==> config.mk <==
export PLATFORM = sky130hd
export DESIGN_NAME = rsa_top
export DESIGN_NICKNAME = d
export VERILOG_FILES = /design/src/rsa_pkg.sv /design/src/rsa_top.sv
export VERILOG_INCLUDE_DIRS = /design/src
export SDC_FILE = /design/constraint.sdc
export NUM_CORES = 1
export LEC_CHECK = 0
export BUFFER_PORTS_ARGS = -buffer_cell sky130_fd_sc_hd__buf_2
export CAP_MARGIN = 5
export CORE_ASPECT_RATIO = 2
export CORE_UTILIZATION = 50
export CTS_BUF_LIST = sky130_fd_sc_hd__clkbuf_4 sky130_fd_sc_hd__clkbuf_8
export DETAILED_ROUTE_END_ITERATION = 8
export PLACE_DENSITY = 0.83
export RECOVER_POWER = 25
export SLEW_MARGIN = 20
export SYNTH_ARGS = -nofsm -noshare
export SYNTH_HDL_FRONTEND = slang
export SYNTH_SLANG_ARGS = --single-unit
==> constraint.sdc <==
create_clock -name i_clk -period 2.55 [get_ports i_clk]
set_input_delay 0 -clock i_clk [delete_from_list [all_inputs] [get_ports i_clk]]
set_output_delay 0 -clock i_clk [all_outputs]
set_load 0.005 [all_outputs]
==> src/rsa_map.svh <==
// Behaviour
// - two-position switch selects run or stop
// - switch, one input, software command control
// - input counts only when configured as source
// - at most one input configured at once
// - stop switch or input low forces stop
// - stop-to-run edge runs if input allows
// - switch at run, input rise commands run
// - switch run, input absent/high: accept commands
// - green led on during card access
// - green led flashes after card error
// - relay overload or short raises nothing
// - accept only fat or fat32 cards
// - write-protected card gets no writes
`ifndef RSA_MAP_SVH
`define RSA_MAP_SVH

// ------------------------------------------------
// register offsets
// ------------------------------------------------
`define RSA_ADDR_W 5
`define RSA_OFF_CTRL 5'h00
`define RSA_OFF_STATUS 5'h04
`define RSA_OFF_IRQ_STAT 5'h08
`define RSA_OFF_IRQ_MASK 5'h0C
`define RSA_OFF_CARD_CTRL 5'h10

// ------------------------------------------------
// field positions
// ------------------------------------------------
`define RSA_CTRL_IN_EN 0
`define RSA_CTRL_SEL_LO 1
`define RSA_CTRL_SEL_HI 3
`define RSA_CTRL_CMD_RUN 4
`define RSA_CTRL_CMD_STOP 5
`define RSA_CARD_CLR_ERR 0
`define RSA_IRQ_RUN 0
`define RSA_IRQ_STOP 1
`define RSA_IRQ_CARD_ERR 2
`define RSA_IRQ_REJECT 3
`define RSA_IRQ_W 4

// ------------------------------------------------
// reset values and widths
// ------------------------------------------------
`define RSA_CTRL_RESET 4'h0
`define RSA_MASK_RESET 4'h0
`define RSA_N_INPUTS 8
`define RSA_SEL_W 3

// ------------------------------------------------
// timing
// ------------------------------------------------
`define RSA_CLK_MHZ 250
`define RSA_FLASH_HALF_MS 250
`define RSA_FLASH_HALF_CYC (`RSA_FLASH_HALF_MS * `RSA_CLK_MHZ * 1000)

`endif

==> src/rsa_pkg.sv <==
package rsa_pkg;

   // ------------------------------------------------
   // types
   // ------------------------------------------------
   typedef enum logic [1:0] {
      RSA_FS_NONE,
      RSA_FS_FAT,
      RSA_FS_FAT32,
      RSA_FS_NTFS
   } rsa_fs_type;

   typedef enum logic {
      RSA_STOPPED,
      RSA_RUNNING
   } rsa_state_type;

endpackage

==> src/rsa_top.sv <==
// The register offsets and the AXI4-Lite interface to the registers were left to the implementer.
`timescale 1ns/1ps
`include "rsa_map.svh"

module rsa_top #(
   parameter logic [31:0] FLASH_HALF_CYC = `RSA_FLASH_HALF_CYC
) (
   input wire logic i_clk,
   input wire logic i_reset_n,
   // operator and field pins
   input wire logic i_switch_run,
   input wire logic [`RSA_N_INPUTS-1:0] i_field_in,
   // card side
   input wire logic i_card_present,
   input wire logic [1:0] i_card_fs,
   input wire logic i_card_busy,
   input wire logic i_card_error,
   input wire logic i_card_wp,
   output logic o_card_accept,
   output logic o_card_wr_en,
   output logic o_led_sd,
   output logic o_run,
   output logic o_irq,
   // axi4-lite slave
   input wire logic [`RSA_ADDR_W-1:0] i_awaddr,
   input wire logic i_awvalid,
   output logic o_awready,
   input wire logic [31:0] i_wdata,
   input wire logic [3:0] i_wstrb,
   input wire logic i_wvalid,
   output logic o_wready,
   output logic [1:0] o_bresp,
   output logic o_bvalid,
   input wire logic i_bready,
   input wire logic [`RSA_ADDR_W-1:0] i_araddr,
   input wire logic i_arvalid,
   output logic o_arready,
   output logic [31:0] o_rdata,
   output logic [1:0] o_rresp,
   output logic o_rvalid,
   input wire logic i_rready
);

   localparam int NSYNC = `RSA_N_INPUTS + 2;
   localparam int SW_BIT = `RSA_N_INPUTS;
   localparam int WP_BIT = `RSA_N_INPUTS + 1;

   // ------------------------------------------------
   // decode
   // ------------------------------------------------
   function automatic logic is_mapped(input logic [`RSA_ADDR_W-1:0] a);
      is_mapped = (a == `RSA_OFF_CTRL) || (a == `RSA_OFF_STATUS) ||
         (a == `RSA_OFF_IRQ_STAT) || (a == `RSA_OFF_IRQ_MASK) ||
         (a == `RSA_OFF_CARD_CTRL);
   endfunction

   // ------------------------------------------------
   // pin synchronisers
   // ------------------------------------------------
   logic [NSYNC-1:0] pins;
   logic [NSYNC-1:0] filt_q;
   assign pins = {i_card_wp, i_switch_run, i_field_in};

   genvar g;
   generate
      for (g = 0; g < NSYNC; g++) begin : g_sync
         logic s1_q;
         logic s2_q;
         logic s3_q;
         always_ff @(posedge i_clk or negedge i_reset_n) begin
            if (!i_reset_n) begin
               s1_q <= 1'b0;
               s2_q <= 1'b0;
               s3_q <= 1'b0;
               filt_q[g] <= 1'b0;
            end else begin
               s1_q <= pins[g];
               s2_q <= s1_q;
               s3_q <= s2_q;
               // level moves once two later stages agree
               if (s2_q == s3_q) begin
                  filt_q[g] <= s3_q;
               end
            end
         end
      end
   endgenerate

   // ------------------------------------------------
   // registers
   // ------------------------------------------------
   logic in_en_q;
   logic [`RSA_SEL_W-1:0] in_sel_q;
   logic [`RSA_IRQ_W-1:0] irq_stat_q;
   logic [`RSA_IRQ_W-1:0] irq_stat_d;
   logic [`RSA_IRQ_W-1:0] irq_mask_q;
   logic [`RSA_IRQ_W-1:0] irq_set;
   logic cmd_run;
   logic cmd_stop;
   logic clr_err;
   logic stat_rd;

   // ------------------------------------------------
   // write channel
   // ------------------------------------------------
   logic aw_full_q;
   logic w_full_q;
   logic [`RSA_ADDR_W-1:0] aw_addr_q;
   logic [31:0] w_data_q;
   logic [3:0] w_strb_q;
   logic do_write;
   logic wr_lane0;

   assign o_awready = !aw_full_q;
   assign o_wready = !w_full_q;
   assign do_write = aw_full_q && w_full_q && !o_bvalid;
   assign wr_lane0 = do_write && w_strb_q[0];

   always_ff @(posedge i_clk or negedge i_reset_n) begin
      if (!i_reset_n) begin
         aw_full_q <= 1'b0;
         aw_addr_q <= '0;
      end else if (i_awvalid && o_awready) begin
         aw_full_q <= 1'b1;
         aw_addr_q <= i_awaddr;
      end else if (do_write) begin
         aw_full_q <= 1'b0;
      end
   end

   always_ff @(posedge i_clk or negedge i_reset_n) begin
      if (!i_reset_n) begin
         w_full_q <= 1'b0;
         w_data_q <= '0;
         w_strb_q <= '0;
      end else if (i_wvalid && o_wready) begin
         w_full_q <= 1'b1;
         w_data_q <= i_wdata;
         w_strb_q <= i_wstrb;
      end else if (do_write) begin
         w_full_q <= 1'b0;
      end
   end

   always_ff @(posedge i_clk or negedge i_reset_n) begin
      if (!i_reset_n) begin
         o_bvalid <= 1'b0;
         o_bresp <= 2'h0;
      end else if (do_write) begin
         o_bvalid <= 1'b1;
         o_bresp <= is_mapped(aw_addr_q) ? 2'h0 : 2'h2;
      end else if (i_bready) begin
         o_bvalid <= 1'b0;
      end
   end

   assign cmd_run = wr_lane0 && (aw_addr_q == `RSA_OFF_CTRL) &&
      w_data_q[`RSA_CTRL_CMD_RUN];
   assign cmd_stop = wr_lane0 && (aw_addr_q == `RSA_OFF_CTRL) &&
      w_data_q[`RSA_CTRL_CMD_STOP];
   assign clr_err = wr_lane0 && (aw_addr_q == `RSA_OFF_CARD_CTRL) &&
      w_data_q[`RSA_CARD_CLR_ERR];

   always_ff @(posedge i_clk or negedge i_reset_n) begin
      if (!i_reset_n) begin
         {in_sel_q, in_en_q} <= `RSA_CTRL_RESET;
      end else if (wr_lane0 && (aw_addr_q == `RSA_OFF_CTRL)) begin
         in_en_q <= w_data_q[`RSA_CTRL_IN_EN];
         // one select field: only one input can be the source
         in_sel_q <= w_data_q[`RSA_CTRL_SEL_HI:`RSA_CTRL_SEL_LO];
      end
   end

   always_ff @(posedge i_clk or negedge i_reset_n) begin
      if (!i_reset_n) begin
         irq_mask_q <= `RSA_MASK_RESET;
      end else if (wr_lane0 && (aw_addr_q == `RSA_OFF_IRQ_MASK)) begin
         irq_mask_q <= w_data_q[`RSA_IRQ_W-1:0];
      end
   end

   // ------------------------------------------------
   // run/stop arbitration
   // ------------------------------------------------
   logic sw_lvl;
   logic sw_prev_q;
   logic in_lvl;
   logic in_prev_q;
   logic in_rise;
   logic sw_rise;
   logic hold_stop;
   rsa_pkg::rsa_state_type state_q;
   rsa_pkg::rsa_state_type state_d;

   assign sw_lvl = filt_q[SW_BIT];
   assign in_lvl = filt_q[in_sel_q];

   always_ff @(posedge i_clk or negedge i_reset_n) begin
      if (!i_reset_n) begin
         sw_prev_q <= 1'b0;
         in_prev_q <= 1'b0;
      end else begin
         sw_prev_q <= sw_lvl;
         in_prev_q <= in_lvl;
      end
   end

   assign sw_rise = sw_lvl && !sw_prev_q;
   assign in_rise = in_en_q && in_lvl && !in_prev_q;
   assign hold_stop = !sw_lvl || (in_en_q && !in_lvl);

   always_comb begin
      state_d = state_q;
      if (hold_stop) begin
         state_d = rsa_pkg::RSA_STOPPED;
      end else if (sw_rise) begin
         state_d = rsa_pkg::RSA_RUNNING;
      end else if (in_rise) begin
         state_d = rsa_pkg::RSA_RUNNING;
      end else begin
         // switch at run, input absent or high: software decides
         unique case (state_q)
            rsa_pkg::RSA_STOPPED: begin
               if (cmd_run) begin
                  state_d = rsa_pkg::RSA_RUNNING;
               end
            end
            rsa_pkg::RSA_RUNNING: begin
               if (cmd_stop) begin
                  state_d = rsa_pkg::RSA_STOPPED;
               end
            end
         endcase
      end
   end

   always_ff @(posedge i_clk or negedge i_reset_n) begin
      if (!i_reset_n) begin
         state_q <= rsa_pkg::RSA_STOPPED;
      end else begin
         state_q <= state_d;
      end
   end

   assign o_run = (state_q == rsa_pkg::RSA_RUNNING);

   // ------------------------------------------------
   // card handling
   // ------------------------------------------------
   logic fs_ok;
   logic reject;
   logic reject_q;
   logic err_q;
   logic [31:0] flash_cnt_q;
   logic flash_q;
   logic flash_tick;

   assign fs_ok = (i_card_fs == rsa_pkg::RSA_FS_FAT) ||
      (i_card_fs == rsa_pkg::RSA_FS_FAT32);
   assign reject = i_card_present && !fs_ok;

   always_ff @(posedge i_clk or negedge i_reset_n) begin
      if (!i_reset_n) begin
         o_card_accept <= 1'b0;
         o_card_wr_en <= 1'b0;
         reject_q <= 1'b0;
      end else begin
         o_card_accept <= i_card_present && fs_ok;
         o_card_wr_en <= i_card_present && fs_ok && !filt_q[WP_BIT];
         reject_q <= reject;
      end
   end

   // error flag: a new error beats a clear in the same cycle
   always_ff @(posedge i_clk or negedge i_reset_n) begin
      if (!i_reset_n) begin
         err_q <= 1'b0;
      end else if (i_card_error) begin
         err_q <= 1'b1;
      end else if (clr_err) begin
         err_q <= 1'b0;
      end
   end

   assign flash_tick = (flash_cnt_q == FLASH_HALF_CYC - 32'h1);

   always_ff @(posedge i_clk or negedge i_reset_n) begin
      if (!i_reset_n) begin
         flash_cnt_q <= '0;
         flash_q <= 1'b0;
      end else if (flash_tick) begin
         flash_cnt_q <= '0;
         flash_q <= !flash_q;
      end else begin
         flash_cnt_q <= flash_cnt_q + 32'h1;
      end
   end

   always_ff @(posedge i_clk or negedge i_reset_n) begin
      if (!i_reset_n) begin
         o_led_sd <= 1'b0;
      end else if (err_q) begin
         o_led_sd <= flash_q;
      end else begin
         o_led_sd <= i_card_busy;
      end
   end

   // ------------------------------------------------
   // interrupts
   // ------------------------------------------------
   assign irq_set[`RSA_IRQ_RUN] = (state_d == rsa_pkg::RSA_RUNNING) &&
      (state_q == rsa_pkg::RSA_STOPPED);
   assign irq_set[`RSA_IRQ_STOP] = (state_d == rsa_pkg::RSA_STOPPED) &&
      (state_q == rsa_pkg::RSA_RUNNING);
   assign irq_set[`RSA_IRQ_CARD_ERR] = i_card_error;
   assign irq_set[`RSA_IRQ_REJECT] = reject && !reject_q;

   always_comb begin
      irq_stat_d = irq_stat_q;
      if (stat_rd) begin
         irq_stat_d = '0;
      end
      irq_stat_d = irq_stat_d | irq_set;
   end

   always_ff @(posedge i_clk or negedge i_reset_n) begin
      if (!i_reset_n) begin
         irq_stat_q <= '0;
         o_irq <= 1'b0;
      end else begin
         irq_stat_q <= irq_stat_d;
         o_irq <= |(irq_stat_d & irq_mask_q);
      end
   end

   // ------------------------------------------------
   // read channel
   // ------------------------------------------------
   logic [31:0] rd_word;

   assign o_arready = !o_rvalid;
   assign stat_rd = i_arvalid && o_arready &&
      (i_araddr == `RSA_OFF_IRQ_STAT);

   always_comb begin
      rd_word = 32'h0;
      unique case (i_araddr)
         `RSA_OFF_CTRL: rd_word[3:0] = {in_sel_q, in_en_q};
         // relay overload has no input and no flag here
         `RSA_OFF_STATUS: rd_word[6:0] = {o_card_accept, filt_q[WP_BIT],
            err_q, i_card_busy, in_lvl, sw_lvl, o_run};
         `RSA_OFF_IRQ_STAT: rd_word[`RSA_IRQ_W-1:0] = irq_stat_q;
         `RSA_OFF_IRQ_MASK: rd_word[`RSA_IRQ_W-1:0] = irq_mask_q;
         default: rd_word = 32'h0;
      endcase
   end

   always_ff @(posedge i_clk or negedge i_reset_n) begin
      if (!i_reset_n) begin
         o_rvalid <= 1'b0;
         o_rdata <= '0;
         o_rresp <= 2'h0;
      end else if (i_arvalid && o_arready) begin
         o_rvalid <= 1'b1;
         o_rdata <= rd_word;
         o_rresp <= is_mapped(i_araddr) ? 2'h0 : 2'h2;
      end else if (i_rready) begin
         o_rvalid <= 1'b0;
      end
   end

endmodule

Word-level counts from Yosys, hierarchy flattened
Cells that the tools add are included.

word-level totals
  flip-flop bits (word level) = 121
  bits of input ports = 68
  output and inout bits = 46
  word-level logic and storage cells = 169

cells by class
  add/subtract/negate cells = 1
  magnitude comparators = 1
  equal/unequal tests = 21
  mux-type cells = 24
  bitwise logic cells = 4
  reductions and logical operators = 53

operator list
  kind                                                                           count
  32-bit by 1-bit adder with 32-bit output (second input constant)               1
  32-bit by 26-bit equality test with 1-bit output (second input constant)       1
  32-bit two-way mux                                                             1
  1-bit logical AND                                                              23
  5-bit by 4-bit equality test with 1-bit output (second input constant)         4
  1-bit two-way mux                                                              16
  4-bit one-hot mux with 4 select lines                                          1
  1-bit logical NOT                                                              12
  1-bit equality test                                                            10
  5-bit by 3-bit equality test with 1-bit output (second input constant)         2
  5-bit equality test (second input constant)                                    2
  5-bit logical NOT                                                              2
  1-bit logical OR                                                               10
  2-bit nonzero test                                                             5
  3-bit by 5-bit less-than comparator with 1-bit output (second input constant)  1
  4-bit bitwise AND                                                              1
  2-bit two-way mux                                                              2
  4-bit two-way mux                                                              1
  4-bit bitwise OR                                                               1
  4-bit OR reduction                                                             1
  1-bit binary-select mux with 3-bit select                                      1
  3-bit two-way mux                                                              1
  2-bit by 1-bit equality test with 1-bit output (second input constant)         1
  2-bit equality test (second input constant)                                    1
  other kinds (2)                                                                3

Logic depth before layout (Yosys ltp)
Gate-level depths: netlist (run 1).

  depth in word-level cells = 15
  depth in mapped cells = 6
  depth with buffers taken out = 6

Worst setup path before layout (run 1)
Ideal clock, no wire load.

  path type = flip-flop to flip-flop
  start = reg aw_addr_q[1]
  end = reg in_en_q
  data arrival time = 1.786 ns
  data required time = 2.425 ns
  path slack = 0.640 ns
  cell stages (with the launch flop) = 4
  buffers on the path = 0
  cells stage by stage = dfrtp_1 -> or3b_2 -> nor4_1 -> mux2_2

on the way
  cells in the longest elaborated chain, start to end = 2

ends and longest elaborated chain
  element                             line            source
  start: declaration                  rsa_top.sv:108  logic [`RSA_ADDR_W-1:0] aw_addr_q;
  start signal: assignment            rsa_top.sv:125  aw_addr_q <= i_awaddr;
  5-bit logical NOT (no source line)  -
  1-bit logical AND                   rsa_top.sv:167  end else if (wr_lane0 && (aw_addr_q == `RSA_OFF_CTRL)) begin
  end signal: assignment              rsa_top.sv:166  {in_sel_q, in_en_q} <= `RSA_CTRL_RESET;
  end signal: assignment              rsa_top.sv:168  in_en_q <= w_data_q[`RSA_CTRL_IN_EN];
  end: declaration                    rsa_top.sv:92   logic in_en_q;

Every way passes these cells.
A chain may end at the register's enable or synchronous reset.

Worst setup path in the final report (run 1)
  start = reg flash_cnt_q[5]
  end = reg flash_cnt_q[29]

on the way
  cells in the longest elaborated chain, start to end = 2
  elaborated cells on any way between the ends = 3

ends and longest elaborated chain
  element                                                                                                       line                            source
  start: declaration                                                                                            rsa_top.sv:254                  logic [31:0] flash_cnt_q;
  start signal: assignment                                                                                      rsa_top.sv:295                  flash_cnt_q <= flash_cnt_q + 32'h1;
  32-bit by 1-bit adder with 32-bit output or 32-bit by 26-bit equality test with 1-bit output (tied branches)  rsa_top.sv:295, rsa_top.sv:285
  32-bit two-way mux *                                                                                          rsa_top.sv:291                  end else if (flash_tick) begin

Every way passes the cells marked *; elsewhere a longest branch is shown, timed or not.

==> flow_metrics.py, run 1 <==
metrics = {
    "outcome": {
        "run_status": "complete, but fails checks",
        "violations": "capacitance limit, slew limit",
    },
    "final_layout": {
        "syn2layout_area_growth_pct": 23.70,
        "fin_nets": 570,
        "antenna_cells": 0,
        "drive_gt1_share_pct": 23.35,
        "nFillCells": 710,
    },
    "logic_synthesis": {
        "ys_types": 47,
        "synth_ff_type": "dfrtp_1",
        "synth_edf_count": 0,
        "netlist_area_sq_mm": 0.004898,
        "syn-instance-count": 390,
        "seq_area_frac_synth_pct": 60.79,
        "ys_async_sr_fraction_pct": 100.0,
        "yosysWarnings": 0,
        "synth_seq_cells": 119,
        "avgSynthCellArea_sq_um": 12.56,
    },
    "timing": {
        "hold_viol": 0,
        "post-route-min-period_ns": 2.088,
        "tightest_slew_ns": 1.761,
        "slew_headroom_pct": -17.40,
        "finClkSkew_ns": 0.01261,
        "final_max_slew_viol_count": 74,
        "fin_tns_setup_ns": 0,
        "rsz0062_at_grt": "no",
        "setup_violations": 0,
        "max_freq_mhz": 479.0,
        "fin_crit_sh_pct": 81.87,
    },
    "floorplan": {
        "io_pins": 114,
        "fp.dieW_microns": 71.99,
        "initial_utilization_pct": 51.85,
        "dieArea_sq_mm": 0.01022,
        "coreArea_sq_mm": 0.009447,
        "die_height_microns": 142.0,
        "row_count": 50,
    },
    "clock_tree": {
        "cts_tree": "built",
        "cts_setup_buffers": 0,
        "cts-root-buf": "clkbuf_8",
        "clk_pin_slew_ns": 0.07,
        "clock_path_buffers": 2,
        "cts_htree_levels": 4,
        "cts_buffers": 17,
        "insertion_delay_ns": 0.43,
        "clkSinkCount": 119,
    },
    "critical_path": {
        "timing.rr.end": "flash_cnt_q[29]$_DFF_PN0_",
        "critical_path_arrival_ns": 2.39,
        "path_cells": "and4_1, nand4_1, nor4_1, nand2_1, xnor2_1",
        "cp_num_cells": 5,
        "ff2ff_setup_slack_ns": 0.46,
        "path_delay_family": "simple AND/OR/NAND/NOR gates",
        "path_buf_inv": 0,
        "rr_startpoint": "flash_cnt_q[5]$_DFF_PN0_",
        "cp_slowest_cell": "nor4_1",
        "slowest_delay_ns": 0.56,
        "endpoint_kind": "flip-flop",
        "crit_type": "reg -> reg",
        "crit_fanout": 8,
        "critPathRequiredTime_ns": 2.86,
        "critPathLaunchType": "flip-flop",
        "r2r_cells": 5,
    },
    "global_route": {
        "antenna_found_initial": 0,
        "grt_pass1_wl_microns": 15990,
        "grt-ovfl-total": 0,
        "grt_max_degree": 75,
        "grt_pass1_vias": 3486,
        "track_usage_pct": 20.79,
    },
    "power": {
        "total_power_mw": 4.915,
        "peakVddDrop_v": 0.0003744,
        "p_leak_nw": 2.745,
        "power_density_mw_per_mm2": 811.1,
    },
    "min_path": {
        "hold_depth": 4,
        "hold_class": "in -> reg",
        "worstHoldStart": "i_araddr[0]",
        "hold_path_end": "o_rdata[4]$_DFFE_PN0P_",
    },
    "routing": {
        "wl_per_cell_microns": 14.97,
        "vias": 3286,
        "wirelength_microns": 9643,
        "antenna_left": 0,
        "drt_iter0_markers": 178,
        "viasPerCell": 5.102,
        "drc": 0,
        "first_pass_iters": 4,
    },
    "place": {
        "io_buffers": 57,
        "dp_hpwl_microns": 6455,
        "gp_congestion": 0.8309,
    },
    "flow_run": {
        "drv_cap": 1,
    },
}
## registers in the layout, summed over array words and instances (netlist names), 3 cells and up
| register | flops |
|---|---|
| g_sync.s1_q | 10 |
| g_sync.s3_q | 10 |
| irq_mask_q | 4 |
| w_data_q | 6 |
| in_sel_q | 3 |
| o_rdata | 7 |
| irq_stat_q | 4 |
| g_sync.s2_q | 10 |
| filt_q | 9 |
| aw_addr_q | 5 |
| flash_cnt_q | 32 |
## per-stage QoR
stage	util (%)	hold slack, ns	instance area [sq um]	setup WS (ns)	cells
floorplan	-	-0.2956	4996	0.6396	416
global placement	55.83	0.1079	5274	0.5361	576
detailed placement	55.83	0.1097	5274	0.4959	576
CTS	64.28	0.01415	6072	0.4883	644
global route	64.15	0.03065	6060	0.2907	644
finish	64.15	0.02393	6060	0.4624	644
## worst register-to-register path, stage by stage (launching register included)
cell,delay [ns]
dfrtp_1,0.48
and4_1,0.27
nand4_1,0.32
nor4_1,0.56
nand2_1,0.18
xnor2_1,0.17
## worst max path at each step
stage	to	start
floorplan	in_en_q$_DFFE_PN0N_	aw_addr_q[1]$_DFFE_PN0P_
global placement	flash_cnt_q[26]$_DFF_PN0_	flash_cnt_q[0]$_DFF_PN0_
detailed placement	flash_cnt_q[30]$_DFF_PN0_	flash_cnt_q[0]$_DFF_PN0_
CTS	flash_cnt_q[30]$_DFF_PN0_	flash_cnt_q[0]$_DFF_PN0_
global route	flash_cnt_q[30]$_DFF_PN0_	flash_cnt_q[0]$_DFF_PN0_
finish	flash_cnt_q[29]$_DFF_PN0_	flash_cnt_q[5]$_DFF_PN0_
## cells by family (layout without fill, tap and decap cells)
group	after synthesis	count (layout)	synth area share (%)
AOI/OAI and AO/OA	30	30	4.240
xor gates and xnor gates	32	32	5.722
adders and majority gates	11	11	2.299
buffers and inverters	43	141	5.543
DFF	119	119	60.79
muxes	30	30	7.689
other	1	27	0.07655
and+or+nand+nor	124	124	13.64
## timing repair
action	in CTS	in global routing
resized for setup	0	0
hold endpoints to repair	106	0
hold buffers	36	0
## cell type report
cell class                      instances  area [sq um]  area share, %
Clock buffer                           20         262.8          4.336
Clock inverter                         12         175.2          2.891
Inverter                                9         33.78         0.5575
Multi-Input combinational cell        254          1747          28.83
Sequential cell                       119          2978          49.14
Tap cell                              130         162.7          2.684
Timing Repair Buffer                  100         700.7          11.56
## placed cells by master, fill, tap and decap left out, types with 13 or more instances in the layout
master,instances
buf_2,48
clkbuf_8,18
conb_1,27
dfrtp_1,119
dlygate4sd3_1,36
mux2_2,21
nand2_1,33
nand3_1,13
nor2_1,20
xnor2_1,27
## Yosys cell counts, drive strengths merged, types with 3 or more instances
cell type / instances / share of area (%)
dfrtp: 119 / 61
nand2: 33 / 2.5
buf: 29 / 4.5
xnor2: 27 / 4.8
mux2: 21 / 4.8
nor2: 20 / 1.5
nand3: 13 / 1.3
maj3: 10 / 2.0
nand4: 10 / 1.3
nor4: 10 / 1.6
inv: 9 / 0.69
o21ai: 9 / 0.92
nor3: 8 / 0.82
a22o: 5 / 0.89
and3: 5 / 0.66
clkbuf: 5 / 0.38
mux2i: 5 / 1.0
nor2b: 5 / 0.64
xor2: 5 / 0.89
and2: 4 / 0.51
mux4: 4 / 1.8
nand3b: 4 / 0.61
and4: 3 / 0.54
## power by group
| part | switching [mW] | internal [mW] | total [mW] |
|---|---|---|---|
| logic | 0.304 | 0.403 | 0.707 |
| clock network | 0.728 | 1.11 | 1.84 |
| registers | 0.225 | 2.14 | 2.37 |
## metal layers
metal	vias to the layer above	wire, microns	global-route usage [%]
met2	94	5507	37.09
met4	0	370	13.21
met5	-	0	0
met1	1629	3426	21.23
li1	1527	-	-
met3	36	339	4.887
Note: power is estimated with default switching activity, not from simulation.
==> run 2, diff against run 1 <==
--- a/config.mk
+++ b/config.mk
@@ -12,7 +12,7 @@
 export CORE_UTILIZATION = 50
 export CTS_BUF_LIST = sky130_fd_sc_hd__clkbuf_4 sky130_fd_sc_hd__clkbuf_8
 export DETAILED_ROUTE_END_ITERATION = 8
-export PLACE_DENSITY = 0.83
+export PLACE_DENSITY = 0.86
 export RECOVER_POWER = 25
 export SLEW_MARGIN = 20
 export SYNTH_ARGS = -nofsm -noshare
==> constraint.sdc (replaced) <==
create_clock -name i_clk -period 1.8 [get_ports i_clk]
set_input_delay 0 -clock i_clk [delete_from_list [all_inputs] [get_ports i_clk]]
set_output_delay 0 -clock i_clk [all_outputs]
set_load 0.005 [all_outputs]
==> flow_metrics.py, run 2 (same netlist as run 1, synthesis figures left out) <==
metrics = {
    "outcome": {
        "run_status": "complete, no violations",
    },
    "global_route": {
        "grt-ovfl-total": 0,
        "track_usage_pct": 24.04,
        "grt_pass1_wl_microns": 18060,
        "grt_pass1_vias": 3878,
        "grt_max_degree": 120,
        "antenna_found_initial": 0,
    },
    "flow_run": {
        "drv_cap": 0,
    },
    "routing": {
        "viasPerCell": 5.261,
        "drt_iter0_markers": 296,
        "first_pass_iters": 4,
        "antenna_left": 0,
        "wirelength_microns": 11770,
        "wl_per_cell_microns": 17.28,
        "vias": 3583,
        "drc": 0,
    },
    "final_layout": {
        "largest_reg_flops": 32,
        "top_register": "flash_cnt_q",
        "drive_gt1_share_pct": 32.18,
        "stdcell_count": 681,
        "final_common_cell": "dfrtp_1",
        "fin_nets": 606,
        "final_cell_mix": "dfrtp_1 (118), buf_2 (56), buf_4 (37), dlygate4sd3_1 (37), nand2_1 (31)",
        "syn2layout_area_growth_pct": 32.67,
    },
    "timing": {
        "final_max_slew_viol_count": 0,
        "hold_slack_ns": 0.01678,
        "hold_viol": 0,
        "worst_slack_ns": 0.01740,
        "finClkSkew_ns": 0.01166,
        "fin_crit_sh_pct": 99.03,
        "rsz0062_at_grt": "yes",
        "post-route-min-period_ns": 1.783,
        "tightest_slew_ns": 0.6144,
        "setup_violations": 0,
        "fin_tns_setup_ns": 0,
        "max_freq_mhz": 561.0,
        "slew_headroom_pct": 59.04,
    },
    "clock_tree": {
        "clk_pin_slew_ns": 0.07,
        "cts_buffers": 17,
        "cts-root-buf": "clkbuf_8",
        "cts_tree": "built",
        "clkSinkCount": 119,
        "cts_htree_levels": 4,
        "clock_path_buffers": 2,
        "insertion_delay_ns": 0.44,
    },
    "critical_path": {
        "rr_startpoint": "o_bvalid$_DFFE_PN0P_",
        "critPathRequiredTime_ns": 2.09,
        "critical_path_arrival_ns": 2.07,
        "endpoint_kind": "flip-flop",
        "crit_fanout": 5,
        "cp-startpoint": "o_bvalid$_DFFE_PN0P_",
        "crit_type": "reg -> reg",
        "ff2ff_setup_slack_ns": 0.02,
        "critPathLaunchType": "flip-flop",
    },
    "power": {
        "power_switching_mw": 2.108,
        "peakVddDrop_v": 0.0007247,
        "intPower_mw": 5.373,
        "p_seq_share_pct": 45.9,
        "clkPwrFrac_pct": 35.7,
        "power_density_mw_per_mm2": 1151,
        "combPwrFrac_pct": 18.4,
        "p_leak_nw": 2.981,
        "swShare_pct": 28.17,
        "total_power_mw": 7.481,
    },
    "floorplan": {
        "row_count": 50,
        "coreArea_sq_mm": 0.009447,
        "initial_utilization_pct": 51.85,
        "fp.dieW_microns": 71.99,
        "dieArea_sq_mm": 0.01022,
        "die_height_microns": 142.0,
        "io_pins": 114,
    },
    "min_path": {
        "hold_class": "in -> reg",
        "worstHoldStart": "i_araddr[1]",
    },
    "place": {
        "gp_congestion": 0.8734,
        "io_buffers": 57,
        "dp_hpwl_microns": 7017,
        "placed_cells": 607,
        "dp_worst_setup_slack_ns": -0.05417,
    },
}
## run 2: worst paths after layout
check                                       endpoint  depth (start not counted)
setup / recovery                     o_run$_DFF_PN0_                          7
hold / removal                o_rdata[4]$_DFFE_PN0P_                          4
setup reg to reg                     o_run$_DFF_PN0_                          7
hold reg to reg             g_sync[3].s2_q$_DFF_PN0_                          0
max in group asynchronous  flash_cnt_q[27]$_DFF_PN0_                          3
min in group asynchronous   g_sync[0].s1_q$_DFF_PN0_                          3
## run 2: power groups by stage
stage | logic [mW] | clock network, mW | registers [mW]
floorplan | 0.717 | 0 | 3.28
global placement | 1.06 | 0 | 3.38
detailed placement | 1.12 | 0 | 3.40
CTS | 1.24 | 2.71 | 3.37
global route | 1.48 | 2.82 | 3.45
finish | 1.38 | 2.67 | 3.43
## run 2: final cells by class
cell class	instances	area, sq um
clock inverter	13	193.9
inverter	9	33.78
fill	570	2948
timing repair buffer	136	997.2
clock buffer	19	255.2
tap	130	162.7
sequential	119	2979
multi-input combinational	254	1874
antenna	1	2.502
## run 2: routing by layer
metal	track usage (%)	vias up	routed length, microns
met5	0	-	0
li1	-	1600	-
met3	6.870	53	490
met4	17.03	0	639
met2	43.50	142	6664
met1	22.30	1788	3973
## run 2: repair_timing
| action | 4_1_cts | 5_1_grt |
|---|---|---|
| resized for setup | 8 | 20 |
| buffers inserted | 1 | 2 |
| endpoints found under the setup margin | 14 | 27 |
| pin swaps | 1 | 3 |
| endpoints found under the hold margin | 154 | 0 |
| hold buffers | 37 | 0 |
| cloned | 0 | 1 |
## run 2: worst max-delay path, stage by stage, from the launching register on
cell	delay [ns]
dfrtp_1	0.40
nand3b_1	0.29
buf_6	0.21
nor4_4	0.25
buf_6	0.18
nand2_1	0.10
nand2_1	0.09
a31oi_1	0.12
## run 2: metrics by stage
step	area [sq um]	utilization (%)
floorplan	5012	-
global placement	5523	58.46
detailed placement	5523	58.46
CTS	6389	67.63
global route	6496	68.77
finish	6499	68.79
